<file path="config.mk">
export PLATFORM = sky130hd
export DESIGN_NAME = gated_pulse_counter
export DESIGN_NICKNAME = d
export VERILOG_FILES = /design/src/gpc_pkg.sv /design/src/gated_pulse_counter.sv /design/src/input_filter.sv /design/src/data_reg_file.sv
export SDC_FILE = /design/constraint.sdc
export NUM_CORES = 2
export LEC_CHECK = 0
export BUFFER_PORTS_ARGS = -buffer_cell sky130_fd_sc_hd__buf_2
export CORE_ASPECT_RATIO = 1.75
export CORE_MARGIN = 3
export CORE_UTILIZATION = 45
export CTS_CLUSTER_SIZE = 16
export DETAILED_ROUTE_END_ITERATION = 12
export SYNTH_ARGS = -nofsm -noshare
export SYNTH_HDL_FRONTEND = slang
export SYNTH_HIERARCHICAL = 1
export SYNTH_SLANG_ARGS = --single-unit
</file>
<file path="constraint.sdc">
create_clock -name clk_sys -period 10.9 [get_ports clk_sys]
set_input_delay 1.09 -clock clk_sys [delete_from_list [all_inputs] [get_ports clk_sys]]
set_output_delay 1.09 -clock clk_sys [all_outputs]
set_load 0.01 [all_outputs]
</file>
<file path="src/gpc_pkg.sv">
package gpc_pkg;

    // Register byte offsets
    localparam logic [11:0] OFF_CTRL   = 12'h000;
    localparam logic [11:0] OFF_DEST   = 12'h004;
    localparam logic [11:0] OFF_COUNT  = 12'h008;
    localparam logic [11:0] OFF_STATUS = 12'h00C;
    localparam logic [11:0] OFF_MASK   = 12'h010;
    localparam logic [11:0] OFF_INPUTS = 12'h014;
    localparam logic [11:0] OFF_FILTER = 12'h018;
    localparam logic [11:0] OFF_DATA   = 12'h100;

    // Control fields
    localparam int CTRL_RUN      = 0;
    localparam int CTRL_HRST_EN  = 1;
    localparam int CTRL_SOFT_RST = 2;
    localparam int CTRL_FAST     = 3;
    localparam int CTRL_W        = 4;
    localparam logic [3:0] CTRL_RESET = 4'h0;

    // Status and mask fields
    localparam int ST_OVF    = 0;
    localparam int ST_XFER   = 1;
    localparam int ST_DSTERR = 2;
    localparam int ST_W      = 3;

    // Input pin positions
    localparam int PIN_PULSE = 0;
    localparam int PIN_HRST  = 1;
    localparam int PIN_GATE  = 2;
    localparam int PIN_N     = 3;

    // Counter and data registers
    localparam int COUNT_W = 16;
    localparam logic [15:0] COUNT_MAX = 16'hFFFF;
    localparam int DATA_DEPTH = 100;
    localparam int FAST_DEPTH = 32;
    localparam int DEST_W = 7;
    localparam logic [6:0] DEST_RESET = 7'h00;

    // Input filter
    localparam int FILT_W = 16;
    localparam logic [15:0] FILT_RESET = 16'h0003;

    // Timing: 10 kHz pulse rate leaves a 50 us half period
    localparam int CLK_PERIOD_NS = 5;
    localparam int MIN_HALF_NS   = 50000;
    localparam int HALF_CYC      = MIN_HALF_NS / CLK_PERIOD_NS;

endpackage

</file>
<file path="src/gated_pulse_counter.sv">
// Chosen here: the register offsets and register access over APB.
`timescale 1ns/1ps
module gated_pulse_counter
    import gpc_pkg::*;
#(
    parameter int HALF_PERIOD_CYC = gpc_pkg::HALF_CYC
)
(
    // Clock and reset
    input  wire logic        clk_sys,
    input  wire logic        nrst,
    // APB slave
    input  wire logic        psel,
    input  wire logic        penable,
    input  wire logic        pwrite,
    input  wire logic [11:0] paddr,
    input  wire logic [31:0] pwdata,
    output logic [31:0]      prdata,
    output logic             pready,
    output logic             pslverr,
    // Pins
    input  wire logic        pulseInput,
    input  wire logic        hardResetInput,
    input  wire logic        gateInput,
    // Interrupt
    output logic             irq
);

    logic [CTRL_W-1:0]  ctrl_q;
    logic [DEST_W-1:0]  dest_q;
    logic [ST_W-1:0]    status_q;
    logic [ST_W-1:0]    status_d;
    logic [ST_W-1:0]    mask_q;
    logic [FILT_W-1:0]  filter_q;
    logic [FILT_W-1:0]  filterEff;
    logic [COUNT_W-1:0] count_q;
    logic [PIN_N-1:0]   rawPins;
    logic [PIN_N-1:0]   filt;
    logic               countedSig;
    logic               countedDly_q;
    logic               gateDly_q;
    logic               countEdge;
    logic               gateFall;
    logic               hardRstActive;
    logic               clearReq;
    logic               countEn;
    logic               wrap;
    logic               xferGo;
    logic               destOk;
    logic               xferWr;
    logic               setupPh;
    logic               wrEn;
    logic               dataWr;
    logic [DEST_W-1:0]  busIdx;
    logic [COUNT_W-1:0] rdData;
    logic [ST_W-1:0]    w1c;

    localparam logic [FILT_W-1:0] FILT_LIMIT = FILT_W'(HALF_PERIOD_CYC / 2);

    function automatic logic isData(input logic [11:0] a);
        isData = (a >= OFF_DATA) && (a < OFF_DATA + 12'(4 * DATA_DEPTH));
    endfunction

    function automatic logic addrHit(input logic [11:0] a);
        if (a[1:0] != 2'h0)
            addrHit = 1'b0;
        else if (a == OFF_CTRL || a == OFF_DEST || a == OFF_COUNT)
            addrHit = 1'b1;
        else if (a == OFF_STATUS || a == OFF_MASK)
            addrHit = 1'b1;
        else if (a == OFF_INPUTS || a == OFF_FILTER)
            addrHit = 1'b1;
        else
            addrHit = isData(a);
    endfunction

    // filter clamp
    // A filter longer than half the fastest pulse period would swallow pulses
    assign filterEff = (filter_q > FILT_LIMIT) ? FILT_LIMIT : filter_q;

    assign rawPins = {gateInput, hardResetInput, pulseInput};

    genvar g;
    generate
        for (g = 0; g < PIN_N; g++)
        begin : gen_pin
            input_filter #(
                .W (FILT_W)
            ) u_filt (
                .clk_sys   (clk_sys),
                .nrst      (nrst),
                .pinIn     (rawPins[g]),
                .filterLen (filterEff),
                .levelOut  (filt[g])
            );
        end
    endgenerate

    assign countedSig = filt[PIN_PULSE] & filt[PIN_GATE];
    assign countEdge  = countedSig & ~countedDly_q;
    assign gateFall   = ~filt[PIN_GATE] & gateDly_q;

    always_ff @(posedge clk_sys or negedge nrst)
    begin
        if (!nrst)
        begin
            countedDly_q <= 1'b0;
            gateDly_q    <= 1'b0;
        end
        else
        begin
            countedDly_q <= countedSig;
            gateDly_q    <= filt[PIN_GATE];
        end
    end

    assign hardRstActive = ctrl_q[CTRL_HRST_EN] & filt[PIN_HRST];
    assign clearReq = hardRstActive | ctrl_q[CTRL_SOFT_RST];
    assign countEn = ctrl_q[CTRL_RUN] & countEdge & ~hardRstActive;
    assign wrap = countEn & ~clearReq & (count_q == COUNT_MAX);

    always_ff @(posedge clk_sys or negedge nrst)
    begin
        if (!nrst)
        begin
            count_q <= '0;
        end
        else if (clearReq)
        begin
            count_q <= '0;
        end
        else if (countEn)
        begin
            count_q <= count_q + 1'b1;
        end
    end

    assign xferGo = gateFall & ctrl_q[CTRL_RUN];
    assign destOk = ctrl_q[CTRL_FAST] ? (int'(dest_q) < FAST_DEPTH)
                                      : (int'(dest_q) < DATA_DEPTH);
    assign xferWr = xferGo & destOk;

    // APB: zero-wait slave
    assign setupPh = psel & ~penable;
    assign wrEn    = psel & penable & pwrite & addrHit(paddr);
    assign pready  = 1'b1;
    assign pslverr = psel & penable & ~addrHit(paddr);
    assign dataWr  = wrEn & isData(paddr);
    assign busIdx  = DEST_W'((paddr - OFF_DATA) >> 2);

    data_reg_file #(
        .DEPTH (DATA_DEPTH),
        .W     (COUNT_W),
        .AW    (DEST_W)
    ) u_data (
        .clk_sys  (clk_sys),
        .nrst     (nrst),
        .swWr     (dataWr),
        .swIdx    (busIdx),
        .swData   (pwdata[COUNT_W-1:0]),
        .xferWr   (xferWr),
        .xferIdx  (dest_q),
        .xferData (count_q),
        .rdIdx    (busIdx),
        .rdData   (rdData)
    );

    always_ff @(posedge clk_sys or negedge nrst)
    begin
        if (!nrst)
        begin
            ctrl_q   <= CTRL_RESET;
            dest_q   <= DEST_RESET;
            mask_q   <= '0;
            filter_q <= FILT_RESET;
        end
        else if (wrEn)
        begin
            if (paddr == OFF_CTRL)
                ctrl_q <= pwdata[CTRL_W-1:0];
            else if (paddr == OFF_DEST)
                dest_q <= pwdata[DEST_W-1:0];
            else if (paddr == OFF_MASK)
                mask_q <= pwdata[ST_W-1:0];
            else if (paddr == OFF_FILTER)
                filter_q <= pwdata[FILT_W-1:0];
        end
    end

    // Sticky status: set wins over write-one-to-clear
    always_comb
    begin
        w1c = (wrEn && paddr == OFF_STATUS) ? pwdata[ST_W-1:0] : '0;
        status_d = status_q & ~w1c;
        if (clearReq)
            status_d[ST_OVF] = 1'b0;
        if (wrap)
            status_d[ST_OVF] = 1'b1;
        if (xferWr)
            status_d[ST_XFER] = 1'b1;
        if (xferGo && !destOk)
            status_d[ST_DSTERR] = 1'b1;
    end

    always_ff @(posedge clk_sys or negedge nrst)
    begin
        if (!nrst)
            status_q <= '0;
        else
            status_q <= status_d;
    end

    assign irq = |(status_q & mask_q);

    // Read data captured in setup so it is stable through the access phase
    always_ff @(posedge clk_sys or negedge nrst)
    begin
        if (!nrst)
        begin
            prdata <= '0;
        end
        else if (setupPh)
        begin
            if (paddr == OFF_CTRL)
                prdata <= 32'(ctrl_q);
            else if (paddr == OFF_DEST)
                prdata <= 32'(dest_q);
            else if (paddr == OFF_COUNT)
                prdata <= 32'(count_q);
            else if (paddr == OFF_STATUS)
                prdata <= 32'(status_q);
            else if (paddr == OFF_MASK)
                prdata <= 32'(mask_q);
            else if (paddr == OFF_INPUTS)
                prdata <= 32'(filt);
            else if (paddr == OFF_FILTER)
                prdata <= 32'(filter_q);
            // Unaligned data addresses fall through and read zero
            else if (addrHit(paddr))
                prdata <= 32'(rdData);
            else
                prdata <= 32'h0000_0000;
        end
    end

    chk_gate_off_hold: assert property (
        @(posedge clk_sys) disable iff (!nrst)
        (!filt[PIN_GATE] && !clearReq) |=> (count_q == $past(count_q)))
        else $error("count moved with gate off");

    chk_gate_fall_store: assert property (
        @(posedge clk_sys) disable iff (!nrst)
        (ctrl_q[CTRL_RUN] && $fell(filt[PIN_GATE]) && destOk)
        |=> status_q[ST_XFER])
        else $error("gate fall did not store count");

    chk_wrap_overflow: assert property (
        @(posedge clk_sys) disable iff (!nrst)
        (countEn && !clearReq && count_q == 16'hFFFF)
        |=> (count_q == 16'h0000) && status_q[ST_OVF])
        else $error("wrap at 65535 wrong");

    chk_powerup_zero: assert property (
        @(posedge clk_sys)
        $rose(nrst) |-> (count_q == 16'h0000))
        else $error("count not zero after power-up");

    chk_stop_hold: assert property (
        @(posedge clk_sys) disable iff (!nrst)
        (!ctrl_q[CTRL_RUN] && !clearReq) |=> $stable(count_q))
        else $error("count moved while stopped");

    chk_hard_clear: assert property (
        @(posedge clk_sys) disable iff (!nrst)
        hardRstActive |=> (count_q == 16'h0000))
        else $error("hard reset did not clear");

    chk_plain_step: assert property (
        @(posedge clk_sys) disable iff (!nrst)
        (!ctrl_q[CTRL_HRST_EN] && !ctrl_q[CTRL_SOFT_RST] && countEn)
        |=> (count_q == $past(count_q) + 16'h0001))
        else $error("count did not step with hard reset off");

    chk_soft_clear: assert property (
        @(posedge clk_sys) disable iff (!nrst)
        ctrl_q[CTRL_SOFT_RST][*2] |-> (count_q == 16'h0000))
        else $error("soft reset did not hold zero");

    chk_gate_resume: assert property (
        @(posedge clk_sys) disable iff (!nrst)
        ($rose(filt[PIN_GATE]) && !clearReq && count_q != 16'h0000 && count_q != 16'hFFFF)
        |=> (count_q != 16'h0000))
        else $error("gate reassert cleared count");

    chk_gate_pulse: assert property (
        @(posedge clk_sys) disable iff (!nrst)
        ($rose(filt[PIN_GATE]) && filt[PIN_PULSE] && ctrl_q[CTRL_RUN]
         && !clearReq && count_q != 16'hFFFF)
        |=> (count_q == $past(count_q) + 16'h0001))
        else $error("gate toggle not counted");

    chk_filter_limit: assert property (
        @(posedge clk_sys) disable iff (!nrst)
        (filterEff <= FILT_LIMIT))
        else $error("filter exceeds pulse half period");

    chk_fast_dest: assert property (
        @(posedge clk_sys) disable iff (!nrst)
        (xferGo && ctrl_q[CTRL_FAST] && dest_q >= 7'h20)
        |=> status_q[ST_DSTERR])
        else $error("fast mode destination not refused");

    chk_reset_priority: assert property (
        @(posedge clk_sys) disable iff (!nrst)
        (clearReq && countEdge)
        |=> (count_q == 16'h0000) && !status_q[ST_OVF])
        else $error("pulse beat reset");

endmodule

</file>
<file path="src/input_filter.sv">
`timescale 1ns/1ps
module input_filter
#(
    parameter int W = 16
)
(
    // Clock and reset
    input  wire logic         clk_sys,
    input  wire logic         nrst,
    // Pin and filter setting
    input  wire logic         pinIn,
    input  wire logic [W-1:0] filterLen,
    // Filtered level
    output logic              levelOut
);

    logic         meta_q;
    logic         sync_q;
    logic [W-1:0] stable_q;

    always_ff @(posedge clk_sys or negedge nrst)
    begin
        if (!nrst)
        begin
            meta_q <= 1'b0;
            sync_q <= 1'b0;
        end
        else
        begin
            meta_q <= pinIn;
            sync_q <= meta_q;
        end
    end

    // A level must stay changed for filterLen + 1 cycles before it is taken
    always_ff @(posedge clk_sys or negedge nrst)
    begin
        if (!nrst)
        begin
            stable_q <= '0;
            levelOut <= 1'b0;
        end
        else if (sync_q == levelOut)
        begin
            stable_q <= '0;
        end
        else if (stable_q >= filterLen)
        begin
            stable_q <= '0;
            levelOut <= sync_q;
        end
        else
        begin
            stable_q <= stable_q + 1'b1;
        end
    end

endmodule

</file>
<file path="src/data_reg_file.sv">
`timescale 1ns/1ps
module data_reg_file
#(
    parameter int DEPTH = 100,
    parameter int W     = 16,
    parameter int AW    = 7
)
(
    // Clock and reset
    input  wire logic          clk_sys,
    input  wire logic          nrst,
    // Software write port
    input  wire logic          swWr,
    input  wire logic [AW-1:0] swIdx,
    input  wire logic [W-1:0]  swData,
    // Counter transfer port
    input  wire logic          xferWr,
    input  wire logic [AW-1:0] xferIdx,
    input  wire logic [W-1:0]  xferData,
    // Read port
    input  wire logic [AW-1:0] rdIdx,
    output logic [W-1:0]       rdData
);

    logic [W-1:0] mem_q [DEPTH];

    // Transfer wins over a software write to the same word
    always_ff @(posedge clk_sys or negedge nrst)
    begin
        if (!nrst)
        begin
            for (int i = 0; i < DEPTH; i++)
            begin
                mem_q[i] <= '0;
            end
        end
        else
        begin
            if (swWr && (int'(swIdx) < DEPTH))
            begin
                mem_q[swIdx] <= swData;
            end
            if (xferWr && (int'(xferIdx) < DEPTH))
            begin
                mem_q[xferIdx] <= xferData;
            end
        end
    end

    assign rdData = (int'(rdIdx) < DEPTH) ? mem_q[rdIdx] : '0;

endmodule

</file>
# Word level (Yosys, flattened, before mapping)

Index checks and enable logic that the tools add are counted.

Bits in registers: 1740
Latch bits: 0
Bits in writable memories: 0
Bits in read-only memories: 0
Input port bits: 52
Output and inout bits: 35
Logic and storage cells: 253
Memories: 0

$add $sub $neg: 5
$mul: 0
Div/mod/pow operators: 0
Magnitude comparators: 13
Equality and inequality tests: 10
Shift operators: 0
Muxes and demuxes: 47
Bitwise operators: 34
Reductions and logical operators: 23

Operators by type and width:

| kind                                                  | count |
|---|---|
| bitwise mux 1600 bit                                  | 2 |
| 2-to-1 mux 1600 bit                                   | 2 |
| 2-to-1 mux 16 bit                                     | 22 |
| demux 16 bit (select 7 bit)                           | 2 |
| binary-select mux 16 bit (select 7 bit)               | 1 |
| adder 16 x 1 -> 16 bit (second input constant)        | 4 |
| >= comparator 16 bit                                  | 3 |
| == test 12 x 5 -> 1 bit (second input constant)       | 3 |
| == test 12 x 4 -> 1 bit (second input constant)       | 2 |
| 2-to-1 mux 1 bit                                      | 17 |
| AND 1 bit                                             | 16 |
| == test 16 bit (second input constant)                | 1 |
| >= comparator 8 bit (second input constant)           | 2 |
| > comparator 16 x 13 -> 1 bit (second input constant) | 1 |
| < comparator 8 x 1 -> 1 bit (second input constant)   | 2 |
| inverter 7 -> 8 bit                                   | 2 |
| < comparator 7 bit (second input constant)            | 2 |
| == test 12 x 3 -> 1 bit (second input constant)       | 1 |
| >= comparator 12 x 9 -> 1 bit (second input constant) | 1 |
| zero test 12 bit                                      | 1 |
| < comparator 12 x 10 -> 1 bit (second input constant) | 1 |
| inverter 1 bit                                        | 12 |
| subtractor 9 bit (second input constant)              | 1 |
| AND reduction 2 bit                                   | 4 |
| 14 further kinds                                      | 27 |

# Logic depth before layout (Yosys ltp)

Depth in word-level cells: 22
Depth in mapped cells: 15
Gate-level depth less buffers: 13

# Modules after synthesis

The synthesis kept the hierarchy.

By module, submodules not included:

| module              | times used | cells each | area an instance (µm²) | sequential area each (µm²) |
|---|---|---|---|---|
| data_reg_file       | 1          | 8493       | 87640.3                | 40038.4 |
| gated_pulse_counter | 1          | 390        | 3848.7                 | 1679.1 |
| input_filter        | 3          | 132        | 1281.2                 | 475.5 |

# Least setup slack after synthesis

No wires, ideal clock.

Path kind: input to register
Start: in paddr[11]
End: reg u_data/mem_q[76] (netlist name)
Library setup time: 0.135 ns
Arrival: 3.478 ns
Required time: 10.765 ns
Setup slack: 7.286 ns
Stages on the path: 12
Buffers on the path: 2
Cells stage by stage: nor4_4 -> nand3_1 -> a21oi_2 -> nand2_2 -> nor2_1 -> clkbuf_1 -> nand3b_1 -> nor2_1 -> nand4_1 -> buf_2 -> mux2i_1 -> o21ai_0

Word-level cells in the longest chain between the ends: 12
Elaborated cells between the ends (all ways): 24
Classes of those cells: 2 x order compare; 6 x eq/ne; 7 x mux; 2 x bitwise; 7 x reduce/logical

RTL lines:

| element                                                      | line                                                 | RTL |
|---|---|---|
| start, declared                                              | gated_pulse_counter.sv:16                            | `input wire logic [11:0] paddr,` |
| >= comparator 12 x 9 -> 1 bit (tied with other cells)        | gated_pulse_counter.sv:61                            | `isData = (a >= OFF_DATA) && (a < OFF_DATA + 12'(4 * DATA_DEPTH));` |
| logical AND 1 bit / logical OR 1 bit (equally long branches) | gated_pulse_counter.sv:61, gated_pulse_counter.sv:71 |  |
| 2-to-1 mux 1 bit                                             | gated_pulse_counter.sv:71                            | `else if (a == OFF_INPUTS \|\| a == OFF_FILTER)` |
| 2-to-1 mux 1 bit                                             | gated_pulse_counter.sv:69                            | `else if (a == OFF_STATUS \|\| a == OFF_MASK)` |
| 2-to-1 mux 1 bit                                             | gated_pulse_counter.sv:67                            | `else if (a == OFF_CTRL \|\| a == OFF_DEST \|\| a == OFF_COUNT)` |
| 2-to-1 mux 1 bit                                             | gated_pulse_counter.sv:65                            | `if (a[1:0] != 2'h0)` |
| AND 1 bit                                                    | gated_pulse_counter.sv:145                           | `assign wrEn = psel & penable & pwrite & addrHit(paddr);` |
| AND 1 bit *                                                  | gated_pulse_counter.sv:148                           | `assign dataWr = wrEn & isData(paddr);` |
| via dataWr                                                   | gated_pulse_counter.sv:53                            | `logic dataWr;` |
| logical AND 1 bit *                                          | data_reg_file.sv:39                                  | `if (swWr && (int'(swIdx) < DEPTH))` |
| 2-to-1 mux 1600 bit *                                        | data_reg_file.sv:39                                  |  |
| bitwise mux 1600 bit                                         | data_reg_file.sv:45                                  | `mem_q[xferIdx] <= xferData;` |
| 2-to-1 mux 1600 bit *                                        | data_reg_file.sv:43                                  | `if (xferWr && (int'(xferIdx) < DEPTH))` |
| end signal, assigned by index                                | data_reg_file.sv:41                                  | `mem_q[swIdx] <= swData;` |
| end signal, assigned by index                                | data_reg_file.sv:45                                  |  |
| end, declared                                                | data_reg_file.sv:25                                  | `logic [W-1:0] mem_q [DEPTH];` |

Mark *: on every way through the listed nets, which the timed path passes. The rest lies on a longest branch.
A chain may end at the register's enable or synchronous reset.

# Worst setup path in the final report

Start: in paddr[4]
End: reg u_data/mem_q[497] (netlist name)

Same word-level chain as after synthesis.

==> summary.txt <==
Outcome
  • Status: complete, no violations

Global routing
  • Pin count of the biggest net entering global routing: 172
  • Initial antenna violation count: 16
  • GRT Overall Usage: 31.04%
  • Gr ovfl total: 0
  • Vias in the first global route: 72350
  • Global-route wire length before repair: 503200 um

Clock network
  • Post-CTS resize count: 0
  • Clock Sinks: 1724
  • Hold Buf Count CTS: 0
  • CTS tree: yes
  • H-tree depth: 4
  • Post-CTS Setup Bufs: 0
  • Worst-path clk slew: 0.06 ns
  • CTS Buffer Depth: 4
  • TritonCTS Buffers: 171
  • Root buffer cell: clkbuf_16
  • Worst skew pair latency: 0.84 ns

Pwr
  • Peak supply drop: 131.7 uV
  • Power Density: 130.0 nW/um2
  • Lkg Pwr: 45.95 nW

Logic synthesis
  • Main area contributors after synthesis: dfrtp_1 (45%), mux2i_1 (18%), mux4_2 (9.3%)
  • Synth Flop Type: dfrtp_1
  • Async SR Flop Fraction: 100.0%
  • Top cells by count, synth: dfrtp_1 (1722), mux2i_1 (1670), nand2_1 (1100)
  • Mean post-synth cell area: 10.27 um2
  • Yosys cell types: 89
  • #FFs+latches synth: 1724
  • Synthesized area: 95330 um2
  • Top-count cell post-synth: dfrtp_1
  • Yosys top cell by area: dfrtp_1
  • Yosys warns: 6
  • Synth top area share: 45.20%
  • EDFF count, synth: 0
  • Cells after synthesis: 9279
  • Seq/Total Area, Yosys: 45.26%

Floorplan
  • DIE HEIGHT: 614.9 um
  • Die span in x: 353.9 um
  • Starting Density: 45.46%
  • Die area: 217600 um2
  • I/O pin total: 87
  • Core Rows: 222
  • Core ar.: 209700 um2

STA
  • Fin. Hold Viols: 0
  • Final setup vio count: 0
  • Worst slew pin tran: 1.366 ns
  • Fin crit share: 52.84%
  • Post-route setup slack: 5.141 ns
  • RSZ-0062 raised after global routing: false
  • Final Skew: 0.03990 ns
  • Slew Limit Fails: 0
  • Slew headroom: 8.733%
  • Fmax: 173.6 MHz
  • Min Hold Slack: 0.1838 ns
  • Min cycle time layout: 5.759 ns
  • Setup TNS: 0 ns

Detailed routing
  • Vias per cell: 6.157
  • DR iter-0 viols: 7773
  • Pre-antenna DRT Iters: 8
  • Via count: 72070
  • # DRC: 0
  • Routed Antenna Nets: 0
  • Final Routed Wirelength: 342500 um
  • Wire length per cell: 29.26 um

Critical path
  • R2R depth: 13
  • CP max FO: 29
  • Reg2reg start: filter_q[7]
  • Startpoint Class: input port
  • WS Path Type: input port to flop
  • Crit path DAT: 6.45 ns
  • Required time worst endpoint: 11.59 ns
  • Critical path endpoint category: flop
  • Crit path from: paddr[4]

Placement
  • Placed cell areas: 97100 um2
  • Final Wtd Congestion: 0.9309
  • IO buf count: 53
  • HPWL Detailed: 212600 um
  • Place WS: 4.472 ns

Cells and area
  • Fin nets: 8869
  • Final core utilization: 48.96%
  • Post-route cell area: 102700 um2
  • Share of layout cells above drive strength 1: 12.96%
  • Synth-to-Final Area Change: 7.712%
  • Fill cells: 18960

Min path
  • Worst min-delay path class: input port to async pin

Job
  • Max Cap Viol: 0
[where the power goes]
part           internal (mW)  switching (mW)  leakage [nW]
Clock                   3.45            2.61          2.74
Combinational          0.192           0.647          27.6
Sequential              6.42          0.0262          15.6
[routing by layer]
metal  vias to the layer above  track usage (%)  wire, um
met4                         6            26.22     35030
met5                         -                0        33
met2                      3330            49.68    160100
li1                      31620                -         -
met1                     36110            36.15    122400
met3                      1007            5.590     24920
[cells by family after synthesis]
group,after synthesis,synth area share [%]
fa+ha+maj,52,0.6825
buf+inv,1030,4.620
flops,1724,45.26
compound gates,1937,11.01
xor+xnor,59,0.5420
other cells,2,0.007878
mux,2108,27.36
simple gates,2367,10.52
[cell type report]
class | instances | area (um2) | area share [%]
Clock buffer | 266 | 5151 | 5.016
Sequential cell | 1724 | 43200 | 42.07
Tap cell | 2800 | 3503 | 3.412
Inverter | 59 | 222.7 | 0.2169
Multi-Input combinational cell | 6549 | 48140 | 46.88
Clock inverter | 32 | 392.9 | 0.3826
Antenna cell | 14 | 35.03 | 0.03412
Timing Repair Buffer | 260 | 2039 | 1.986
[critical path: stages]
cell and delay [ns]:
buf_4 0.26, buf_4 0.38, nor3_1 0.30, o311ai_1 0.18
a21oi_2 0.84, nand2_2 0.27, nor2_1 0.47, buf_4 0.28
and3b_1 0.72, buf_4 0.38, nand2_1 0.73, mux2i_1 0.39
o21ai_0 0.12
[worst paths after layout]
path,endpoint,slack (ns)
max,u_data/mem_q[497],5.14
max in group asynchronous,u_data/mem_q[383],8.02
min,u_data/mem_q[126],0.18
min reg2reg,gen_pin[1].u_filt/sync_q,0.35
max reg2reg,gen_pin[2].u_filt/stable_q[8],5.65
min in group clk_sys,gen_pin[1].u_filt/sync_q,0.35
[per-stage QoR]
stage                     total power, mW  instances
after detailed placement            7.394      11390
after floorplan                     6.986       9303
after global placement              7.381      11390
after global routing                13.71      11700
final                               13.35      11700
after CTS                           13.44      11690
[registers in the layout (all words and copies together), names as in the netlist]
register / flops
gen_pin.u_filt/levelOut: 3
gen_pin.u_filt/meta_q: 3
dest_q: 7
count_q: 16
u_data/mem_q: 1600
mask_q: 3
filter_q: 16
countedDly_q: 1
gen_pin.u_filt/stable_q: 48
status_q: 3
ctrl_q: 4
gen_pin.u_filt/sync_q: 3
prdata: 16
gateDly_q: 1
[cell usage in the layout (no fill, tap or decap), drive strengths merged, types with 11 or more instances in the layout]
master	netlist	layout
nand4	38	38
o21ai	892	892
o32ai	12	12
a211o	11	11
nor2	933	933
o22ai	19	19
a211oi	20	20
dfrtp	1722	1722
nand2b	26	26
xor2	46	46
diode	0	14
mux4	394	394
clkinv	0	22
a2111oi	12	12
and2	24	24
mux2i	1670	1670
and4	13	13
nand3	52	52
a221oi	13	13
conb	2	26
buf	269	260
clkbuf	702	266
mux2	44	44
ha	52	52
nor3	31	31
nor2b	23	23
inv	59	60
a31oi	19	19
nand2	1155	1155
a21oi	800	800
a22oi	57	57
and3	16	16
xnor2	13	13
a21o	13	13
No activity file was read; power rests on OpenSTA's default activity.
